$ cat src/verilog/bidc_pkg.sv
// Package for the bridge I/O window and discard control register bank.
// Assumes a single core clock and a synchronous active-high reset.
package bidc_pkg;
  // Register byte offsets
  localparam logic [7:0] ADDR_IO_UPPER = 8'h30;  // I/O window upper bits
  localparam logic [7:0] ADDR_CAP_LIST = 8'h34;  // Capability list pointer
  localparam logic [7:0] ADDR_BCTRL    = 8'h3c;  // Bridge control and irq line
  localparam logic [7:0] ADDR_IRQ_STAT = 8'h40;  // Event status, write one to clear
  localparam logic [7:0] ADDR_IRQ_MASK = 8'h44;  // Event mask
  localparam logic [7:0] ADDR_AER_CTRL = 8'h48;  // Error reporting control
  // Reset values
  localparam logic [15:0] RST_IO_UPPER = 16'h0000;  // Base and limit extension reset
  localparam logic [7:0]  RST_CAP_LIST  = 8'ha0;    // Points at power management
  localparam logic [7:0]  RST_IRQ_LINE  = 8'hff;    // Interrupt line reset
  localparam logic [7:0]  SSID_CAP_LIST = 8'h60;    // Value software uses for SSID link
  // Field positions inside the register words
  localparam int IO_LIMIT_MSB = 31;  // Limit extension top bit
  localparam int IO_LIMIT_LSB = 16;  // Limit extension bottom bit
  localparam int IO_BASE_MSB  = 15;  // Base extension top bit
  localparam int IO_BASE_LSB  = 0;   // Base extension bottom bit
  localparam int BYTE_MSB     = 7;   // Pointer and irq line top bit
  localparam int BYTE_LSB     = 0;   // Pointer and irq line bottom bit
  localparam int BIT_EVENT    = 0;   // Event status and mask bit
  // Bridge control bit positions
  localparam int BIT_DISC_SERR = 27;  // Discard error message enable
  localparam int BIT_DISC_STAT = 26;  // Discard status
  localparam int BIT_DISC_SEL  = 25;  // Secondary discard length select
  // Error reporting control bit positions
  localparam int BIT_AER_FATAL = 0;  // Fatal severity select
  localparam int BIT_AER_MASK  = 1;  // Discard expired mask
  // Secondary discard timer lengths, in PCI clock enables
  localparam int DISC_LOG_LONG  = 15;
  localparam int DISC_LOG_SHORT = 10;
  localparam logic [15:0] DISC_LONG  = 16'h8000;
  localparam logic [15:0] DISC_SHORT = 16'h0400;
  // PCI clock divider: 125 MHz core to 33 MHz-ish PCI tick
  localparam logic [1:0] PCI_DIV_LAST = 2'h3;
endpackage

$ cat src/verilog/bidc_discard_timer.sv
// Secondary discard timer for one delayed transaction.
// Assumes start and repeat come from same-clock bridge logic.
`timescale 1ns/1ps
module bidc_discard_timer (
  input  wire logic clk,
  input  wire logic rst,
  input  wire logic tick,        // PCI clock enable
  input  wire logic short_sel,   // One selects short interval
  input  wire logic start,       // Completion reached head of queue
  input  wire logic repeat_seen, // Master repeated the request
  output logic      expired      // One-cycle discard pulse
);
  // All timer state
  typedef struct packed {
    logic        run;  // Timer active
    logic [15:0] cnt;  // Elapsed ticks
    logic        exp;  // Expiry pulse
  } bidc_tmr_t;
  bidc_tmr_t s_r, s_nxt;

  // Next-state logic
  always_comb
  begin
    logic [15:0] lim;
    lim = short_sel ? bidc_pkg::DISC_SHORT : bidc_pkg::DISC_LONG;
    s_nxt = s_r;
    s_nxt.exp = 1'b0;
    if (repeat_seen)
    begin
      s_nxt.run = 1'b0;  // Master came back in time
    end
    else if (start)
    begin
      s_nxt.run = 1'b1;
      s_nxt.cnt = 16'h0000;
    end
    else if (s_r.run && tick)
    begin
      if (s_r.cnt + 16'h0001 >= lim)
      begin
        s_nxt.run = 1'b0;  // Interval over, drop the transaction
        s_nxt.exp = 1'b1;
      end
      else
      begin
        s_nxt.cnt = s_r.cnt + 16'h0001;
      end
    end
  end

  // State register
  always_ff @(posedge clk)
  begin
    if (rst)
      s_r <= '0;
    else
      s_r <= s_nxt;
  end

  assign expired = s_r.exp;

  property p_exp_needs_run;
    @(posedge clk) disable iff (rst) s_r.exp |-> $past(s_r.run) && !s_r.run;
  endproperty
  a_exp_needs_run: assert property (p_exp_needs_run)
    else $error("discard expiry without running timer");
endmodule

$ cat src/verilog/bidc_regs.sv
// Register bank for I/O window upper bits, capability pointer and
// discard timer controls. Assumes a single-cycle strobe register port.
`timescale 1ns/1ps
module bidc_regs (
  input  wire logic        clk,
  input  wire logic        rst,
  input  wire logic [7:0]  addr,          // Byte address
  input  wire logic [31:0] wdata,         // Write data
  input  wire logic        wr,            // Write strobe
  input  wire logic        rd,            // Read strobe
  output logic      [31:0] rdata,         // Read data, cycle after rd
  input  wire logic        pci_mode,      // Conventional PCI mode strap level
  input  wire logic        aer_supported, // Advanced error reporting present
  input  wire logic        dt_start,      // Completion at head of queue
  input  wire logic        dt_repeat,     // Master repeated request
  input  wire logic        dc_dropped,    // Delayed completion dropped
  output logic      [15:0] io_base_upper, // I/O base address bits 31:16
  output logic      [15:0] io_limit_upper,// I/O limit address bits 31:16
  output logic      [7:0]  capability_pointer,
  output logic             err_msg_valid, // One-cycle error message request
  output logic             err_msg_fatal, // Severity of that message
  output logic             irq            // Level interrupt
);
  // All register state
  typedef struct packed {
    logic [15:0] limit;     // Window limit extension
    logic [15:0] base;      // Window base extension
    logic [7:0]  cap;       // Capability pointer
    logic        serr_en;   // Discard error message enable
    logic        stat;      // Discard status
    logic        len_sel;   // Secondary discard length select
    logic [7:0]  irq_line;  // Interrupt line scratch
    logic        aer_fatal; // Fatal severity select
    logic        aer_mask;  // Discard expired mask
    logic        ist;       // Sticky discard event
    logic        imask;     // Event mask
    logic [31:0] rdata;     // Read data register
    logic        msg;       // Message pulse
    logic        msg_fatal; // Message severity
    logic [1:0]  div;       // PCI clock divider
  } bidc_reg_t;
  bidc_reg_t s_r, s_nxt;

  logic tick;     // PCI clock enable
  logic expired;  // Timer expiry pulse
  logic discard;  // Discard event

  assign tick = (s_r.div == bidc_pkg::PCI_DIV_LAST);

  // Discard timer
  bidc_discard_timer u_tmr (
    .clk         (clk),
    .rst         (rst),
    .tick        (tick),
    .short_sel   (s_r.len_sel),
    .start       (dt_start),
    .repeat_seen (dt_repeat),
    .expired     (expired)
  );

  assign discard = expired || dc_dropped;

  // Next-state logic: writes, reads, events
  always_comb
  begin
    logic send;
    send  = 1'b0;  // No message unless decided below
    s_nxt = s_r;
    s_nxt.div = s_r.div + 2'h1;
    s_nxt.msg = 1'b0;
    if (wr)
    begin
      unique case (addr)
        bidc_pkg::ADDR_IO_UPPER:
        begin
          s_nxt.limit = wdata[bidc_pkg::IO_LIMIT_MSB:bidc_pkg::IO_LIMIT_LSB];
          s_nxt.base  = wdata[bidc_pkg::IO_BASE_MSB:bidc_pkg::IO_BASE_LSB];
        end
        bidc_pkg::ADDR_CAP_LIST:
        begin
          s_nxt.cap = wdata[bidc_pkg::BYTE_MSB:bidc_pkg::BYTE_LSB];
        end
        bidc_pkg::ADDR_BCTRL:
        begin
          s_nxt.serr_en  = wdata[bidc_pkg::BIT_DISC_SERR];
          s_nxt.len_sel  = wdata[bidc_pkg::BIT_DISC_SEL];
          s_nxt.irq_line = wdata[bidc_pkg::BYTE_MSB:bidc_pkg::BYTE_LSB];
          if (wdata[bidc_pkg::BIT_DISC_STAT])
            s_nxt.stat = 1'b0;
        end
        bidc_pkg::ADDR_IRQ_STAT:
        begin
          if (wdata[bidc_pkg::BIT_EVENT])
            s_nxt.ist = 1'b0;
        end
        bidc_pkg::ADDR_IRQ_MASK:
        begin
          s_nxt.imask = wdata[bidc_pkg::BIT_EVENT];
        end
        bidc_pkg::ADDR_AER_CTRL:
        begin
          s_nxt.aer_fatal = wdata[bidc_pkg::BIT_AER_FATAL];
          s_nxt.aer_mask  = wdata[bidc_pkg::BIT_AER_MASK];
        end
        default:
        begin
          // Unmapped write ignored
        end
      endcase
    end
    // Events win over clears
    if (discard)
    begin
      s_nxt.stat = 1'b1;
      s_nxt.ist  = 1'b1;
    end
    // Message decision on a discard
    send = (pci_mode && s_r.serr_en)
        || (aer_supported && !s_r.aer_mask);
    if (discard && send)
    begin
      s_nxt.msg       = 1'b1;
      s_nxt.msg_fatal = aer_supported && s_r.aer_fatal;
    end
    // Read data, valid one cycle later
    s_nxt.rdata = 32'h0000_0000;
    if (rd)
    begin
      unique case (addr)
        bidc_pkg::ADDR_IO_UPPER:
          s_nxt.rdata = {s_r.limit, s_r.base};
        bidc_pkg::ADDR_CAP_LIST:
          s_nxt.rdata[bidc_pkg::BYTE_MSB:bidc_pkg::BYTE_LSB] = s_r.cap;
        bidc_pkg::ADDR_BCTRL:
        begin
          s_nxt.rdata[bidc_pkg::BIT_DISC_SERR] = s_r.serr_en;
          s_nxt.rdata[bidc_pkg::BIT_DISC_STAT] = s_r.stat;
          s_nxt.rdata[bidc_pkg::BIT_DISC_SEL]  = s_r.len_sel;
          s_nxt.rdata[bidc_pkg::BYTE_MSB:bidc_pkg::BYTE_LSB] = s_r.irq_line;
        end
        bidc_pkg::ADDR_IRQ_STAT:
          s_nxt.rdata[bidc_pkg::BIT_EVENT] = s_r.ist;
        bidc_pkg::ADDR_IRQ_MASK:
          s_nxt.rdata[bidc_pkg::BIT_EVENT] = s_r.imask;
        bidc_pkg::ADDR_AER_CTRL:
        begin
          s_nxt.rdata[bidc_pkg::BIT_AER_FATAL] = s_r.aer_fatal;
          s_nxt.rdata[bidc_pkg::BIT_AER_MASK]  = s_r.aer_mask;
        end
        default:
          s_nxt.rdata = 32'h0000_0000;  // Unmapped reads zero
      endcase
    end
  end

  // State register with reset values
  always_ff @(posedge clk)
  begin
    if (rst)
    begin
      s_r          <= '0;
      s_r.limit    <= bidc_pkg::RST_IO_UPPER;
      s_r.base     <= bidc_pkg::RST_IO_UPPER;
      s_r.cap      <= bidc_pkg::RST_CAP_LIST;
      s_r.irq_line <= bidc_pkg::RST_IRQ_LINE;
    end
    else
      s_r <= s_nxt;
  end

  // Outputs
  assign io_limit_upper     = s_r.limit;
  assign io_base_upper      = s_r.base;
  assign capability_pointer = s_r.cap;
  assign err_msg_valid      = s_r.msg;
  assign err_msg_fatal      = s_r.msg_fatal;
  assign irq                = s_r.ist && s_r.imask;
  assign rdata              = s_r.rdata;

  // Checks
  property p_limit_write;
    @(posedge clk) disable iff (rst)
      wr && addr == bidc_pkg::ADDR_IO_UPPER |=> io_limit_upper == $past(wdata[31:16]);
  endproperty
  a_limit_write: assert property (p_limit_write)
    else $error("limit extension not written");

  property p_base_write;
    @(posedge clk) disable iff (rst)
      wr && addr == bidc_pkg::ADDR_IO_UPPER |=> io_base_upper == $past(wdata[15:0]);
  endproperty
  a_base_write: assert property (p_base_write)
    else $error("base extension not written");

  property p_cap_reset;
    @(posedge clk) $fell(rst) |-> capability_pointer == bidc_pkg::RST_CAP_LIST;
  endproperty
  a_cap_reset: assert property (p_cap_reset)
    else $error("capability pointer reset wrong");

  property p_no_msg_disabled;
    @(posedge clk) disable iff (rst)
      discard && !(pci_mode && s_r.serr_en) && !(aer_supported && !s_r.aer_mask)
      |=> !err_msg_valid;
  endproperty
  a_no_msg_disabled: assert property (p_no_msg_disabled)
    else $error("message sent while disabled");

  property p_msg_enabled;
    @(posedge clk) disable iff (rst)
      discard && pci_mode && s_r.serr_en |=> err_msg_valid;
  endproperty
  a_msg_enabled: assert property (p_msg_enabled)
    else $error("enabled discard sent no message");

  property p_fatal_needs_aer;
    @(posedge clk) disable iff (rst) err_msg_valid && !aer_supported |-> !err_msg_fatal;
  endproperty
  a_fatal_needs_aer: assert property (p_fatal_needs_aer)
    else $error("fatal severity without error reporting");

  property p_aer_msg;
    @(posedge clk) disable iff (rst)
      discard && aer_supported && !s_r.aer_mask |=> err_msg_valid;
  endproperty
  a_aer_msg: assert property (p_aer_msg)
    else $error("unmasked discard sent no message");

  property p_stat_set;
    @(posedge clk) disable iff (rst) discard |=> s_r.stat;
  endproperty
  a_stat_set: assert property (p_stat_set)
    else $error("discard status not set");

  property p_stat_clear;
    @(posedge clk) disable iff (rst)
      wr && addr == bidc_pkg::ADDR_BCTRL && wdata[bidc_pkg::BIT_DISC_STAT] && !discard
      |=> !s_r.stat;
  endproperty
  a_stat_clear: assert property (p_stat_clear)
    else $error("status not cleared by write one");

  property p_window_reset;
    @(posedge clk) $fell(rst) |-> io_limit_upper == bidc_pkg::RST_IO_UPPER
      && io_base_upper == bidc_pkg::RST_IO_UPPER;
  endproperty
  a_window_reset: assert property (p_window_reset)
    else $error("window extension reset wrong");

  property p_window_hold;
    @(posedge clk) disable iff (rst)
      !(wr && addr == bidc_pkg::ADDR_IO_UPPER)
      |=> $stable(io_limit_upper) && $stable(io_base_upper);
  endproperty
  a_window_hold: assert property (p_window_hold)
    else $error("window extension changed without a write");

  property p_cap_write;
    @(posedge clk) disable iff (rst)
      wr && addr == bidc_pkg::ADDR_CAP_LIST |=> capability_pointer == $past(wdata[7:0]);
  endproperty
  a_cap_write: assert property (p_cap_write)
    else $error("capability pointer not written");

  property p_msg_needs_discard;
    @(posedge clk) disable iff (rst) err_msg_valid |-> $past(discard);
  endproperty
  a_msg_needs_discard: assert property (p_msg_needs_discard)
    else $error("message without a discard");

  property p_nonfatal_default;
    @(posedge clk) disable iff (rst)
      err_msg_valid && !$past(s_r.aer_fatal) |-> !err_msg_fatal;
  endproperty
  a_nonfatal_default: assert property (p_nonfatal_default)
    else $error("fatal severity without fatal select");

  property p_stat_keep;
    @(posedge clk) disable iff (rst)
      s_r.stat && wr && addr == bidc_pkg::ADDR_BCTRL && !wdata[bidc_pkg::BIT_DISC_STAT]
      |=> s_r.stat;
  endproperty
  a_stat_keep: assert property (p_stat_keep)
    else $error("status lost on write of zero");

  property p_set_beats_clear;
    @(posedge clk) disable iff (rst)
      discard && wr && addr == bidc_pkg::ADDR_BCTRL && wdata[bidc_pkg::BIT_DISC_STAT]
      |=> s_r.stat;
  endproperty
  a_set_beats_clear: assert property (p_set_beats_clear)
    else $error("clear beat a discard in the same cycle");

  property p_rd_idle;
    @(posedge clk) disable iff (rst) !rd |=> rdata == '0;
  endproperty
  a_rd_idle: assert property (p_rd_idle)
    else $error("read data not idle after a cycle without read");

  c_discard: cover property (@(posedge clk) disable iff (rst) expired);
  c_fatal:   cover property (@(posedge clk) disable iff (rst) err_msg_valid && err_msg_fatal);
  c_msg:     cover property (@(posedge clk) disable iff (rst) err_msg_valid);
  c_irq:     cover property (@(posedge clk) disable iff (rst) irq);
endmodule

$ cat config.mk
export PLATFORM = sky130hd
export DESIGN_NAME = bidc_regs
export DESIGN_NICKNAME = d
export VERILOG_FILES = /design/src/verilog/bidc_pkg.sv /design/src/verilog/bidc_discard_timer.sv /design/src/verilog/bidc_regs.sv
export SDC_FILE = /design/constraint.sdc
export NUM_CORES = 1
export LEC_CHECK = 0
export BUFFER_PORTS_ARGS = -buffer_cell sky130_fd_sc_hd__buf_2
export CAP_MARGIN = 20
export CORE_MARGIN = 4
export CORE_UTILIZATION = 38
export DETAILED_ROUTE_END_ITERATION = 12
export MAX_ROUTING_LAYER = met4
export PLACE_DENSITY = 0.6
export SLEW_MARGIN = 20
export SYNTH_ARGS = -nofsm -noshare
export SYNTH_HDL_FRONTEND = slang
export SYNTH_SLANG_ARGS = --single-unit
$ cat constraint.sdc
create_clock -name clk -period 4.2 [get_ports clk]
set_clock_uncertainty 0.05 [all_clocks]
set_input_delay 0.63 -clock clk [delete_from_list [all_inputs] [get_ports clk]]
set_output_delay 0.63 -clock clk [all_outputs]
set_load 0.05 [all_outputs]
==> Word-level counts from Yosys, hierarchy flattened <==
Cells that the tools add are included.
{ "classes": {"add_sub_neg": 2, "magnitude_cmp": 1, "n_eq_ne": 8, "n_mux": 20, "n_bitwise": 4, "n_reduce_logical": 29} }
{ "op_table": {"columns": ["cell", "n"], "rows": [
  ["$mux 16", 2],
  ["$eq 8x6->1 const B", 3],
  ["$eq 8x7->1 const B", 3],
  ["$mux 18", 1],
  ["$pmux 6 s3", 1],
  ["$mux 17", 1],
  ["$add 16x1->16 const B", 1],
  ["$ge 16x16->1", 1],
  ["$mux 14", 1],
  ["$reduce_bool 2->1", 7],
  ["$reduce_and 2->1", 6],
  ["$mux 10", 1],
  ["$reduce_and 3->1", 3],
  ["$mux 1", 8],
  ["$logic_and 1x1->1", 6],
  ["$pmux 1 s6", 1],
  ["$pmux 3 s2", 1],
  ["$mux 2", 2],
  ["$not 1->1", 4],
  ["$pmux 1 s4", 1],
  ["$reduce_or 2->1", 2],
  ["$reduce_or 4->1", 1],
  ["$reduce_or 3->1", 1],
  ["$add 2x1->2 const B", 1],
  ["4 further kinds", 5]
]} }
{ "totals": {"ff_bits": 109, "in_bits": 49} }

==> Longest topological paths before layout <==
{ "depth": {"depth_word": 5, "mapped_depth": 16, "ltp_nobuf": 13} }

==> Hierarchy <==
Synthesis repeated with hierarchy kept, for this count alone.
{ "unflattened": {"cells_unflattened": 530, "hier_area_um2": 4931.0} }
{ "modules_own_cells": {"columns": ["mod", "n_inst", "cells_per_inst", "area_each_um2", "seq_area_each_um2"], "rows": [
  ["bidc_regs", 1, 399, 3838.7, 1821.7],
  ["bidc_discard_timer", 1, 131, 1092.3, 360.3]
]} }

==> Worst setup path before layout <==
OpenSTA, ideal clock, no wires.
{ "synth_path": {"path_type": "register to register", "from": "reg u_tmr.s_r[1] (netlist name)", "to": "reg u_tmr.s_r[11] (netlist name)", "t_arrival_ps": 2733, "setup_slack_ps": 1291, "stages_incl_launch_ff": 13, "path_buffers": 1, "cell_sequence": "dfxtp_1 -> nand4_1 -> nor4_1 -> nand3_1 -> xnor2_1 -> ha_1 -> or2_2 -> o31a_1 -> nor2_1 -> a31oi_4 -> o21bai_2 -> buf_6 -> o22ai_2"} }
{ "synth_via": {"elab_chain_cells": 4, "elab_cells_between_ends": 7, "classes_between": "add/sub: 1; order compare: 1; eq/ne: 1; mux: 3; reduce/logical: 1"} }
{ "synth_rtl": {"columns": ["item", "line", "rtl"], "rows": [
  ["from (decl)", "bidc_discard_timer.sv:19", "bidc_tmr_t s_r, s_nxt;"],
  ["from (signal assigned)", "bidc_discard_timer.sv:57", "s_r <= s_nxt;"],
  ["$add 16x1->16 (*)", "bidc_discard_timer.sv:39, bidc_discard_timer.sv:46", null],
  ["$ge 16x16->1 or $mux 16 (tied branches)", "bidc_discard_timer.sv:39", "if (s_r.cnt + 16'h0001 >= lim)"],
  ["$ne 2x2->1 (no line) or $mux 18 (tied branches)", null, null],
  ["$reduce_and 3->1 (no line) or $mux 17 (tied branches)", null, null]
]} }
Mark *: on every way between the ends. The rest lies on a longest branch, timed or not. The select of a mux whose other input is x is not followed.
A chain may end at the register's enable or synchronous reset.

==> Worst setup path after layout <==
{ "layout_path": {"from": "reg u_tmr.s_r[4] (netlist name)", "to": "reg u_tmr.s_r[5] (netlist name)"} }
The elaborated chain is that of the path after synthesis.

==> results.yml <==
floorplan:
  core_area_um2: 12700
  start_util: 0.392
  boundaryPins: 124
  dieArea_um2: 15000
  rows: 41
  die_x_um: 123
  dieHeight_um: 123
timing:
  slew_violations: 0
  fmax_mhz: 271
  period_share: 0.878
  setup_ws_ns: 0.513
  finalSetupViolations: 0
  worst_pin_slew_ns: 0.723
  finalHoldViolations: 0
  slew_headroom: 0.511
  fin_crit_ns: 3.69
  rsz0062_at_grt: "no"
  setup_tns_ns: 0
global_route:
  grt_usage: 0.161
  top_usage_layer: "met2"
  grt_first_pass_wirelength_um: 18600
  overflow: 0
  grt_start_max_net_pins: 60
  grt_pass1_vias: 3829
  met1_usage: 0.204
  grt_use_met2: 0.251
  grtUsageMet3: 0.0313
  antenna_found_initial: 0
critical_path:
  cpMaxStageDelayCell: "dfxtp_1"
  path_depth: 12
  startpoint: "u_tmr.s_r[4]"
  reg2reg_setup_slack_ns: 0.51
  cp_cell_sequence: "nand4_1, nor4_1, nand3_1, xnor2_1, ha_1, or2_2, o31a_1, nor2_1, a31oi_4, o21bai_2, buf_4, o21ai_0"
  cp_top_family: "simple AND/OR/NAND/NOR gates"
  crit_type: "flop to flop"
  crit_fanout: 9
  required_ns: 4.38
  timing.rr.start: "u_tmr.s_r[4]"
  crit_path_end_kind: "flop"
  cp_data_arrival_time_ns: 3.87
  cp-start-kind: "flop"
  endpoint: "u_tmr.s_r[5]"
  crit_buf_inv: 1
  r2r_end: "u_tmr.s_r[5]"
  r2r_cells: 12
  critical-path-max-stage-delay_ns: 0.54
routing:
  drt_iter0_drc: 290
  wire_per_inst_um: 14.6
  firstDrtPassIters: 5
  vias_per_cell: 4.97
  vias: 4028
  drt_wl_total_um: 11800
  ant_nets: 0
  drc: 0
finish:
  mostFrequentLayoutCell: "buf_2"
  fin_cells: 810
  area_delta_synth_final_pct: 10.6
  stdcell_area_um2: 5520
  multi_input_area_um2: 2070
  regArea_um2: 2180
  nNetsFinal: 686
  layout-drive-gt1-share: 0.255
  fill_cells: 1339
  final_cell_mix: "buf_2, nand2_1, dfxtp_1"
  n_antenna_cell: 0
min_path:
  hold_path.class: "flop to flop"
power:
  leakage_uw: 0.00228
  p_per_area_nw_per_um2: 368
  switching_power_uw: 437
  ir_drop_uv: 172
  p_clk_frac: 0.453
  power_frac_seq: 0.512
  switching_share: 0.216
  cellInternalPower_uw: 1590
  finalPower_uw: 2030
  combPwrFrac: 0.035
placement:
  dp_cells: 794
  dpl_cell_area_um2: 5190
  dp_hpwl_um: 8450
  place_ws_ns: 0.557
  routabilityCongestion: 0.897
  portBuffers: 123
logic_synthesis:
  async_flop_share: 0
  synthFlopType: "dfxtp_1"
  synth_seq_cells: 109
  synth_enable_flop_cells: 0
  syn_area_um2: 4990
  synth_fp_nets: 649
  ys_seq_area_frac: 0.437
  synth_area_per_cell_um2: 8.37
  synth_cell_type_count: 56
  synthCells: 596
  ys_warn_count: 0
clocking:
  cts.repair.resized: 0
  clk_pin_slew_ns: 0.07
  clkSinkCount: 109
  clockBufferDepth: 2
  h-tree-depth: 3
  tritoncts: "yes"
  post_cts_buffers: 0
  cts-root-buf: "clkbuf_16"
  cts_buffers: 9
  clock_latency_ns: 0.35
  hold_buffers: 0
run:
  cap_violations: 0
run_status:
  status: "completed"
-- cells in the mapped netlist (8+ instances only) --
cell,instances,area share
inv_1,17,0.013
a22oi_1,12,0.018
clkbuf_1,25,0.019
and2_1,25,0.031
nand3_1,24,0.024
nand2_1,121,0.091
buf_4,73,0.11
dfxtp_1,109,0.44
nand4_1,8,0.010
a21oi_1,56,0.056
nor2_1,18,0.014
nand3b_1,8,0.012
and3_1,9,0.011
o31a_1,8,0.014
-- layer usage --
| layer | wire length, um | vias to the layer above |
|---|---|---|
| li1 | - | 2020 |
| met1 | 5540 | 1857 |
| met2 | 5380 | 139 |
| met3 | 737 | 12 |
| met4 | 183 | 0 |
| met5 | 0 | - |
-- area by class of cell --
| cell class | instances | share of cell area |
|---|---|---|
| sequential | 109 | 0.395 |
| clock inverter | 7 | 0.0177 |
| multi-input combinational | 367 | 0.376 |
| inverter | 17 | 0.0116 |
| timing repair buffer | 129 | 0.120 |
| tap | 172 | 0.0390 |
| clock buffer | 9 | 0.0408 |
-- power groups by stage --
stage / sequential [uW] / combinational [uW] / clock, uW
after floorplan: 1060 / 32.0 / 0
after global placement: 1060 / 69.9 / 0
after detailed placement: 1060 / 70.7 / 0
after CTS: 1040 / 71.0 / 950
after global routing: 1040 / 77.6 / 982
final: 1040 / 70.9 / 918
-- flip-flops by register name, indices dropped and copies added, names as in the netlist --
register,count
err_msg_fatal,1
capability_pointer,8
err_msg_valid,1
rdata,32
io_limit_upper,16
io_base_upper,16
u_tmr.expired,1
u_tmr.s_r,17
s_r,17
-- through the flow --
step           utilization  hold WS [ns]
2_1_floorplan            -         0.349
3_3_place_gp         0.408         0.357
3_5_place_dp         0.408         0.372
4_1_cts              0.434         0.383
5_1_grt              0.434         0.409
6_report             0.434         0.378
-- cell families after synthesis --
logic type,synth area share
compound gates,0.146
xor+xnor,0.00527
fa+ha+maj,0.0100
buf+inv,0.148
flops,0.437
mux,0.0105
simple gates,0.243
-- worst min-delay path by stage --
stage	start	endpoint	cells after the start
floorplan	s_r[0]	s_r[0]	1
global placement	s_r[0]	s_r[0]	1
detailed placement	s_r[0]	s_r[0]	1
CTS	s_r[0]	s_r[0]	1
global route	s_r[0]	s_r[0]	1
finish	s_r[0]	s_r[0]	1
No activity file was read; power rests on OpenSTA's default activity.
